<file path="config.mk">
export PLATFORM = sky130hd
export DESIGN_NAME = ccu_top
export DESIGN_NICKNAME = d
export VERILOG_FILES = /design/src/ccu_pkg.sv /design/src/ccu_edge_scaler.sv /design/src/ccu_top.sv
export VERILOG_INCLUDE_DIRS = /design/src
export SDC_FILE = /design/constraint.sdc
export NUM_CORES = 1
export LEC_CHECK = 0
export CAP_MARGIN = 20
export CORE_MARGIN = 1
export CORE_UTILIZATION = 57
export CTS_CLUSTER_DIAMETER = 120
export DETAILED_ROUTE_END_ITERATION = 16
export DONT_BUFFER_PORTS = 1
export PLACE_DENSITY = 0.75
export SYNTH_ARGS = -nofsm -noshare
export SYNTH_HDL_FRONTEND = slang
export SYNTH_HIERARCHICAL = 1
export SYNTH_SLANG_ARGS = --single-unit
</file>
<file path="constraint.sdc">
create_clock -name clk -period 1.6 [get_ports clk]
set_input_delay 0.16 -clock clk [delete_from_list [all_inputs] [get_ports clk]]
set_output_delay 0.16 -clock clk [all_outputs]
set_load 0.005 [all_outputs]
</file>
<file path="src/ccu_consts.svh">
/*
 * Offsets, field positions, reset values and codes for the capture and
 * compare unit. Assumes inclusion by bare name from the unit's files.
 */
`ifndef CCU_CONSTS_SVH
`define CCU_CONSTS_SVH

// ****************************************
// Register byte addresses on APB
// ****************************************
`define ADDR_UNIT_CONTROL 12'h000
`define ADDR_VALUE_LOW 12'h004
`define ADDR_VALUE_HIGH 12'h008
`define ADDR_STATUS 12'h00c

// ****************************************
// Fields and reset values
// ****************************************
`define MODE_LSB 0
`define MODE_MSB 3
`define STATUS_FLAG_BIT 0
`define STATUS_OUT_BIT 1
`define CONTROL_RESET 8'h00

// ****************************************
// Mode codes
// ****************************************
`define MODE_OFF 4'h0
`define MODE_CMP_TOGGLE 4'h2
`define MODE_CAP_FALL 4'h4
`define MODE_CAP_RISE 4'h5
`define MODE_CAP_RISE4 4'h6
`define MODE_CAP_RISE16 4'h7
`define MODE_CMP_SET 4'h8
`define MODE_CMP_CLEAR 4'h9
`define MODE_CMP_SOFT 4'ha
`define MODE_CMP_SPECIAL 4'hb

// ****************************************
// Prescale counts
// ****************************************
`define PRESCALE_4 4'h3
`define PRESCALE_16 4'hf

`endif

</file>
<file path="src/ccu_pkg.sv">
/*
 * Types shared by the capture and compare unit.
 * Assumes the consts header is compiled alongside.
 */
package ccu_pkg;

  typedef enum logic [1:0] {
    ST_IDLE = 2'b00,
    ST_CAPTURE = 2'b01,
    ST_COMPARE = 2'b10
  } unit_state_t;

  typedef struct packed {
    logic [15:0] count;
    logic tick;
  } timer_view_t;

  typedef struct packed {
    logic timer_reset;
    logic special_trigger;
  } trigger_out_t;

endpackage

</file>
<file path="src/ccu_edge_scaler.sv">
/*
 * Edge detector and prescaler for the capture input.
 * Assumes pin input is synchronous to clk.
 */
`timescale 1ns/100ps
`default_nettype none
`include "ccu_consts.svh"

module ccu_edge_scaler (
  input wire logic clk, // System clock
  input wire logic rst, // Async reset, high
  input wire logic pin_in, // Event pin level
  input wire logic [3:0] mode, // Mode field
  output logic event_pulse // Qualified capture event
);

  logic pin_prev_reg;
  logic [3:0] scale_cnt_reg;
  logic rise;
  logic fall;
  logic is_capture;

  assign rise = pin_in & ~pin_prev_reg;
  assign fall = ~pin_in & pin_prev_reg;
  assign is_capture = (mode[3:2] == 2'b01);

  always_ff @(posedge clk or posedge rst) begin
    if (rst) begin
      pin_prev_reg <= 1'b0;
    end else begin
      pin_prev_reg <= pin_in;
    end
  end

  // prescaler hold
  // Ratio change alone keeps the count, so a stray event can follow.
  always_ff @(posedge clk or posedge rst) begin
    if (rst) begin
      scale_cnt_reg <= 4'h0;
    end else if (!is_capture) begin
      scale_cnt_reg <= 4'h0;
    end else if (rise) begin
      scale_cnt_reg <= scale_cnt_reg + 4'h1;
    end
  end

  always_comb begin
    case (mode)
      `MODE_CAP_FALL: event_pulse = fall;
      `MODE_CAP_RISE: event_pulse = rise;
      `MODE_CAP_RISE4: event_pulse = rise && ((scale_cnt_reg & `PRESCALE_4) == `PRESCALE_4);
      `MODE_CAP_RISE16: event_pulse = rise && (scale_cnt_reg == `PRESCALE_16);
      default: event_pulse = 1'b0;
    endcase
  end

endmodule
`default_nettype wire

</file>
<file path="src/ccu_top.sv">
/*
 * Capture and compare unit with APB register access.
 * Assumes a 16-bit timer outside, whose count and tick enter here and
 * which obeys the reset request; pin direction is set by port logic.
 */
// The register addresses and the APB interface to the registers were decided locally.
`timescale 1ns/100ps
`default_nettype none
`include "ccu_consts.svh"

// Contract
// - capture timer count, set flag, overwrite
// - mode codes pick capture edge
// - compare codes toggle, set, clear output
// - mode change may raise stray flag
// - prescaler zero unless capture mode
// - any reset clears prescaler
// - ratio change keeps prescaler count
// - compare value against timer every cycle
// - mode picks single match action
// - every compare match sets flag
// - zero control write clears output latch
// - soft mode flags only, pin untouched
// - special mode resets timer, starts conversion
// - trigger at match, reset next tick
// - special reset leaves overflow flag alone
// - removed match skips timer reset
module ccu_top (
  input wire logic clk, // System clock, 100 MHz
  input wire logic rst, // Async reset, high
  input wire logic psel, // APB select
  input wire logic penable, // APB enable
  input wire logic pwrite, // APB direction
  input wire logic [11:0] paddr, // APB byte address
  input wire logic [31:0] pwdata, // APB write data
  output logic [31:0] prdata, // APB read data
  output logic pready, // APB ready
  output logic pslverr, // APB error
  input wire ccu_pkg::timer_view_t timer_in, // Timer count and clock tick
  input wire logic pin_in, // Event pin level
  output logic pin_out, // Compare output latch
  output logic pin_drive, // Unit controls pin
  output logic event_flag, // Unit event flag
  output ccu_pkg::trigger_out_t trig_out // Timer reset and conversion start
);

  // ****************************************
  // Registers
  // ****************************************
  logic [7:0] control_reg;
  logic [15:0] value_reg;
  logic [3:0] mode;
  logic cap_event;
  logic match;
  logic match_prev_reg;
  logic apb_access;
  logic apb_write;
  logic addr_ok;
  logic flag_clear;
  ccu_pkg::unit_state_t state;

  function automatic logic is_compare(input logic [3:0] m);
    is_compare = (m == `MODE_CMP_TOGGLE) || (m == `MODE_CMP_SET) ||
                 (m == `MODE_CMP_CLEAR) || (m == `MODE_CMP_SOFT) ||
                 (m == `MODE_CMP_SPECIAL);
  endfunction

  function automatic logic drives_pin(input logic [3:0] m);
    drives_pin = (m == `MODE_CMP_TOGGLE) || (m == `MODE_CMP_SET) ||
                 (m == `MODE_CMP_CLEAR);
  endfunction

  assign mode = control_reg[`MODE_MSB:`MODE_LSB];
  assign apb_access = psel && penable;
  assign apb_write = apb_access && pwrite;
  assign addr_ok = (paddr == `ADDR_UNIT_CONTROL) || (paddr == `ADDR_VALUE_LOW) ||
                   (paddr == `ADDR_VALUE_HIGH) || (paddr == `ADDR_STATUS);
  assign flag_clear = apb_write && (paddr == `ADDR_STATUS) &&
                      !pwdata[`STATUS_FLAG_BIT];

  always_comb begin
    if (mode[3:2] == 2'b01) begin
      state = ccu_pkg::ST_CAPTURE;
    end else if (is_compare(mode)) begin
      state = ccu_pkg::ST_COMPARE;
    end else begin
      state = ccu_pkg::ST_IDLE;
    end
  end

  ccu_edge_scaler u_scaler (
    .clk(clk),
    .rst(rst),
    .pin_in(pin_in),
    .mode(mode),
    .event_pulse(cap_event)
  );

  // ****************************************
  // APB slave
  // ****************************************
  // Zero-wait slave: ready registered in setup, high in the first cycle of the access phase.
  always_ff @(posedge clk or posedge rst) begin
    if (rst) begin
      pready <= 1'b0;
      pslverr <= 1'b0;
      prdata <= 32'h0000_0000;
    end else begin
      pready <= psel && !penable;
      pslverr <= psel && !penable && !addr_ok;
      if (psel && !penable && !pwrite) begin
        case (paddr)
          `ADDR_UNIT_CONTROL: prdata <= {24'h000000, control_reg};
          `ADDR_VALUE_LOW: prdata <= {24'h000000, value_reg[7:0]};
          `ADDR_VALUE_HIGH: prdata <= {24'h000000, value_reg[15:8]};
          `ADDR_STATUS: prdata <= {30'h0, pin_out, event_flag};
          default: prdata <= 32'h0000_0000;
        endcase
      end
    end
  end

  // ****************************************
  // Control and value pair
  // ****************************************
  always_ff @(posedge clk or posedge rst) begin
    if (rst) begin
      control_reg <= `CONTROL_RESET;
    end else if (apb_write && pready && paddr == `ADDR_UNIT_CONTROL) begin
      control_reg <= pwdata[7:0];
    end
  end

  // capture into pair
  // A capture in the same cycle as a software write wins.
  always_ff @(posedge clk or posedge rst) begin
    if (rst) begin
      value_reg <= 16'h0000;
    end else if (state == ccu_pkg::ST_CAPTURE && cap_event) begin
      value_reg <= timer_in.count;
    end else if (apb_write && pready && paddr == `ADDR_VALUE_LOW) begin
      value_reg[7:0] <= pwdata[7:0];
    end else if (apb_write && pready && paddr == `ADDR_VALUE_HIGH) begin
      value_reg[15:8] <= pwdata[7:0];
    end
  end

  // ****************************************
  // Compare path
  // ****************************************
  // continuous compare
  assign match = (state == ccu_pkg::ST_COMPARE) && (value_reg == timer_in.count);

  always_ff @(posedge clk or posedge rst) begin
    if (rst) begin
      match_prev_reg <= 1'b0;
    end else begin
      match_prev_reg <= match;
    end
  end

  always_ff @(posedge clk or posedge rst) begin
    if (rst) begin
      event_flag <= 1'b0;
    end else if ((state == ccu_pkg::ST_CAPTURE && cap_event) ||
                 (match && !match_prev_reg)) begin
      event_flag <= 1'b1;
    end else if (flag_clear && pready) begin
      event_flag <= 1'b0;
    end
  end

  always_ff @(posedge clk or posedge rst) begin
    if (rst) begin
      pin_out <= 1'b0;
    end else if (mode == `MODE_OFF) begin
      pin_out <= 1'b0;
    end else if (match && !match_prev_reg) begin
      case (mode)
        `MODE_CMP_TOGGLE: pin_out <= ~pin_out;
        `MODE_CMP_SET: pin_out <= 1'b1;
        `MODE_CMP_CLEAR: pin_out <= 1'b0;
        default: pin_out <= pin_out;
      endcase
    end
  end

  // pin control only for output modes
  always_ff @(posedge clk or posedge rst) begin
    if (rst) begin
      pin_drive <= 1'b0;
    end else begin
      pin_drive <= drives_pin(mode);
    end
  end

  // reset on tick
  // One process owns the whole trigger word, so each field has one driver.
  // The timer clears on its own line without raising overflow; a match
  // removed before the tick cancels the reset.
  always_ff @(posedge clk or posedge rst) begin
    if (rst) begin
      trig_out <= '0;
    end else begin
      trig_out.special_trigger <= match && !match_prev_reg && mode == `MODE_CMP_SPECIAL;
      trig_out.timer_reset <= match && mode == `MODE_CMP_SPECIAL && timer_in.tick &&
                              !trig_out.timer_reset;
    end
  end

endmodule
`default_nettype wire

</file>
### Word level (Yosys, flattened, before mapping)

Cells that the tools add are included.

| storage, ports and cells | value |
|---|---|
| register bits | 69 |

| operators by class | value |
|---|---|
| reduce and logical (&&, ||, !) cells | 44 |
| bitwise logic cells | 5 |
| $add $sub $neg | 1 |
| mux-type cells | 15 |
| equal/unequal tests | 20 |

Operators by type and width:

| operator | count |
|---|---|
| $pmux W8 S4 | 1 |
| $eq A12 B4 Y1 const B | 2 |
| $mux W8 | 3 |
| $logic_and A1 B1 Y1 | 21 |
| $eq A4 B4 Y1 const B | 5 |
| $eq A16 B16 Y1 | 1 |
| $eq A4 B3 Y1 const B | 4 |
| $mux W16 | 1 |
| $eq A12 B3 Y1 const B | 1 |
| $logic_not A12 Y1 | 1 |
| $logic_or A1 B1 Y1 | 8 |
| $mux W4 | 2 |
| $reduce_bool A2 Y1 | 4 |
| $logic_not A1 Y1 | 6 |
| $add A4 B1 Y4 const B | 1 |
| $eq A2 B1 Y1 const B | 2 |
| $eq A2 B2 Y1 const B | 2 |
| $eq A4 B2 Y1 const B | 1 |
| $logic_not A4 Y1 | 1 |
| $mux W1 | 4 |
| $mux W2 | 2 |
| $pmux W1 S4 | 1 |
| $reduce_and A2 Y1 | 2 |
| $reduce_bool A4 Y1 | 1 |
| 5 further kinds | 8 |

### Longest topological paths before layout

| depth | value |
|---|---|
| depth after elaboration | 12 |
| mapped depth | 8 |

### Modules after synthesis

The synthesis kept the hierarchy.

By module, submodules not included:

| module | cells an instance | times used | sequential area each (um^2) | area an instance (um^2) |
|---|---|---|---|---|
| ccu_top | 233 | 1 | 1001.0 | 2329.7 |
| ccu_edge_scaler | 26 | 1 | 125.1 | 275.3 |

### Least setup slack after synthesis

Ideal clock, no wire load.

| timing path | value |
|---|---|
| path kind | flip-flop to flip-flop |
| start point | reg u_scaler.scale_cnt_reg[0] |
| end point | reg value_reg[11] |
| cell stages (with the launch flop) | 9 |
| library setup time | 137 ps |
| arrival time | 1667 ps |
| path buffers | 1 |
| setup slack | -204 ps |
| data required time | 1463 ps |
| clock period less this slack | 1804 ps |
| cell sequence | dfrtp_1 -> ha_1 -> nand3b_1 -> or4b_1 -> o31ai_1 -> nand3b_1 -> clkbuf_1 -> nor2_1 -> a21oi_1 |

| between the ends | value |
|---|---|
| longest elaborated chain between the ends | 6 |

Ends and longest elaborated chain:

| item | RTL line | text |
|---|---|---|
| start: declaration | ccu_edge_scaler.sv:18 | `logic [3:0] scale_cnt_reg;` |
| start signal: assignment | ccu_edge_scaler.sv:43 | `scale_cnt_reg <= scale_cnt_reg + 4'h1;` |
| $eq A4 B4 Y1 (no line) or $eq A2 B2 Y1 (tied branches) | -- |  |
| $logic_and A1 B1 Y1, on equally long branches | ccu_edge_scaler.sv:52, ccu_edge_scaler.sv:51 |  |
| $pmux W1 S4 * | ccu_edge_scaler.sv:48 | `case (mode)` |
| named net cap_event | ccu_top.sv:53 | `logic cap_event;` |
| $logic_and A1 B1 Y1 * | ccu_top.sv:139 | `end else if (state == ccu_pkg::ST_CAPTURE && cap_event) begin` |
| $ne A2 B2 Y1 (no line) or $reduce_bool A2 Y1 (tied branches) | -- |  |
| $reduce_and A2 Y1 (no line) | -- |  |
| end signal: assignment | ccu_top.sv:140 | `value_reg <= timer_in.count;` |
| end signal: assignment | ccu_top.sv:144 | `value_reg[15:8] <= pwdata[7:0];` |
| end: declaration | ccu_top.sv:51 | `logic [15:0] value_reg;` |

Mark *: on every way through the listed nets, which the timed path passes. The rest lies on a longest branch.
A chain may end at the register's enable or synchronous reset.

### Final worst setup path

| timing path | value |
|---|---|
| start point | reg u_scaler.scale_cnt_reg[1] |
| end point | reg value_reg[12] |

Same word-level chain as after synthesis.

==> impl_metrics.csv <==
group,metric,value,unit
status,outcome,"complete, but fails checks",
status,failed_checks,"negative setup slack",
floorplanning,core,4380,um2
synth,synth-edff-count,0,
placement,port_buffers,0,
power_and_ir_drop,combinationalPowerShare,7.7,%
sta,drv_slew,0,
sta,rsz0062_at_grt,"true",
final_layout,fillCellCount,274,
run,maxCapViolCount,0,
floorplanning,dieArea,4840,um2
power_and_ir_drop,peakVddDrop,464,uV
power_and_ir_drop,seqPwrFrac,56.4,%
final_layout,largest_reg_flops,16,
detailed_routing,wl,7010,um
sta,fmax,525,MHz
sta,min_period,1.90,ns
worst_setup_path,critPathLaunchType,"flip-flop",
power_and_ir_drop,p_int,0.00156,W
sta,finClkSkew,0.00711,ns
floorplanning,num_rows,24,
synth,ys_warn_count,6,
synth,yosysSeqAreaShare,43.2,%
global_routing,grt_max_degree,34,
detailed_routing,final_antenna_net_count,0,
detailed_routing,drc,0,
worst_setup_path,critPathCaptureType,"flip-flop",
power_and_ir_drop,p_sw_share,22.9,%
cts,clock_latency,0.30,ns
floorplanning,ios,106,
worst_setup_path,cp_max_fo,16,
sta,setup_slack,-0.304,ns
detailed_routing,routed_via_density,5.75,
worst_setup_path,cp_data_required_time,1.82,ns
global_routing,antenna_found_initial,0,
cts,cts_root_buf,"clkbuf_8",
synth,synth-async-reset-ratio,100,%
final_layout,drive_gt1_share,31.1,%
synth,synth_cell_types,42,
power_and_ir_drop,p_leak,1.55,nW
sta,fin_crit_sh,119,%
synth,synth_area_per_cell,10.1,um2
cts,cts_tree,"done",
sta,worstMarginPinSlew,0.541,ns
floorplanning,start_util,59.4,%
placement,dp_hpwl,4360,um
synth,syn_inst,259,
sta,finalHoldViolCount,0,
floorplanning,dieWidth,69.6,um
global_routing,globalRouteTotalUtil,26.3,%
global_routing,grt_pass1_wl,9740,um
final_layout,diodes,0,
worst_setup_path,crit_type,"flip-flop to flip-flop",
global_routing,overflow,0,
power_and_ir_drop,p_per_area,591,nW/um2
sta,final-setup-viol-count,28,
global_routing,first_global_vias,2111,
synth,synthesis.area,2600,um2
synth,ys.flop_type,"dfrtp_1",
power_and_ir_drop,power_frac_clock,35.9,%
sta,slew_headroom,63.9,%
detailed_routing,drtPass1Iterations,4,
floorplanning,fp.dieH,69.6,um
placement,dp.cells,351,
power_and_ir_drop,switchingPower,0.000465,W
placement,preCtsSetupSlack,-0.196,ns
final_layout,final_nets,399,
synth,synth-seq-cells,45,
worst_setup_path,worstPathArrival,2.12,ns
cts,h-tree-depth,2,
worst_hold_path,hp-class,"input port to flip-flop",
cts,clkTransAtPathRegs,0.08,ns
final_layout,final_util,78.2,%
final_layout,syn_to_final_growth,31.6,%
final_layout,fin_cells,383,
cts,cts.sinks,45,
cts,cts_buffer_depth,2,
detailed_routing,wl_per_cell,18.3,um
detailed_routing,drt_iter0_markers,130,
detailed_routing,num_vias,2201,
cts,numCtsBuffers,5,
placement,place_congestion,0.870,
synth_stat cells, types with 2 or more instances:
library cell  count  area, um2
inv_1             4       15.0
mux2_2            8       90.1
or3_1             3       18.8
nand3b_1          4       30.0
o21ai_0           2       10.0
mux2i_1          23        230
buf_4            26        195
mux4_2            2       45.0
nand4_1           6       37.5
nand3_1           4       20.0
a21oi_1          25        125
xor2_1            4       35.0
nor2_1           30        113
nor2b_1           4       25.0
clkbuf_1          7       26.3
dfrtp_1          45       1130
nor4_1            3       18.8
nand2b_1          4       25.0
o21ai_1           2       10.0
nand2_1          10       37.5
o31ai_1           8       60.1
xnor2_1          14        123
nor4_2            2       25.0
area by class of cell:
class	instances	area [um2]	share of cell area [%]
Inverter	4	15.0	0.438
Multi-Input combinational cell	199	1460	42.5
Timing Repair Buffer	76	678	19.8
Tap cell	52	65.1	1.90
Clock buffer	7	86.3	2.52
Sequential cell	45	1130	32.9
layout by cell type (no fill, tap or decap), types with 8 or more instances in the layout:
master	count
mux2_4	8
xnor2_1	13
a21oi_1	22
conb_1	24
nor2_2	10
mux2i_1	23
o31ai_1	8
dlygate4sd3_1	18
dfrtp_1	45
nand2_1	10
buf_4	51
nor2_1	18
cells by family (layout without fill, tap and decap cells):
group / after synthesis / in the layout / synth area share (%)
AO/OA/AOI/OAI: 41 / 41 / 9.08
adder cells (fa/ha/maj): 1 / 1 / 0.480
flip-flops: 45 / 45 / 43.2
other: 1 / 24 / 0.144
AND/OR/NAND/NOR: 82 / 82 / 17.7
buffers and inverters: 38 / 87 / 9.27
XOR/XNOR: 18 / 18 / 6.05
multiplexers: 33 / 33 / 14.0
final timing paths:
check,startpoint,end,slack [ns],cells past startpoint
max,u_scaler/scale_cnt_reg[1],value_reg[12],-0.30,8
min,timer_in[12],value_reg[11],0.0003,2
min in group asynchronous,rst,u_scaler/scale_cnt_reg[1],0.21,2
max in group asynchronous,rst,value_reg[12],1.00,3
max reg2reg,u_scaler/scale_cnt_reg[1],value_reg[12],-0.30,8
min reg2reg,trig_out[1],trig_out[1],0.50,1
metal layers:
metal | routed length, um | GRT usage [%]
met5 | 0 | 0
met4 | 184 | 9.07
met3 | 488 | 7.27
met2 | 3460 | 43.8
met1 | 2880 | 32.8
metrics by stage:
step | TNS (ns) | area (um2) | power, W | hold slack (ns)
global placement | -3.88 | 2940 | 0.00127 | -0.0382
finish | -6.43 | 3430 | 0.00203 | 0.000257
CTS | -5.36 | 3150 | 0.00201 | 0.00121
detailed placement | -4.46 | 2940 | 0.00128 | -0.0345
global route | -8.90 | 3430 | 0.00210 | 0.00915
floorplan | -2.52 | 2710 | 0.00129 | -0.0615
what timing repair did:
item / 4_1_cts / 5_1_grt
hold buffers: 8 / 10
cloned: 0 / 2
pin swaps: 2 / 4
setup buffers: 2 / 3
endpoints found under the hold margin: 52 / 10
endpoints found under the setup margin: 28 / 29
gates resized for setup: 8 / 28
power by group through the flow:
stage	clock network (W)	registers, W	logic [W]
CTS	0.000739	0.00114	0.000130
global route	0.000787	0.00114	0.000170
finish	0.000728	0.00114	0.000156
floorplan	0	0.00117	0.000130
detailed placement	0	0.00117	0.000112
global placement	0	0.00116	0.000109
worst max-delay path: stages, from the launching register on:
cell	delay, ns
dfrtp_1	0.37
ha_2	0.17
nand3b_1	0.10
or4b_1	0.48
o31ai_1	0.08
nand3b_1	0.12
buf_6	0.15
clkbuf_16	0.18
a21oi_1	0.16
Power figures use the tool's default switching activity.
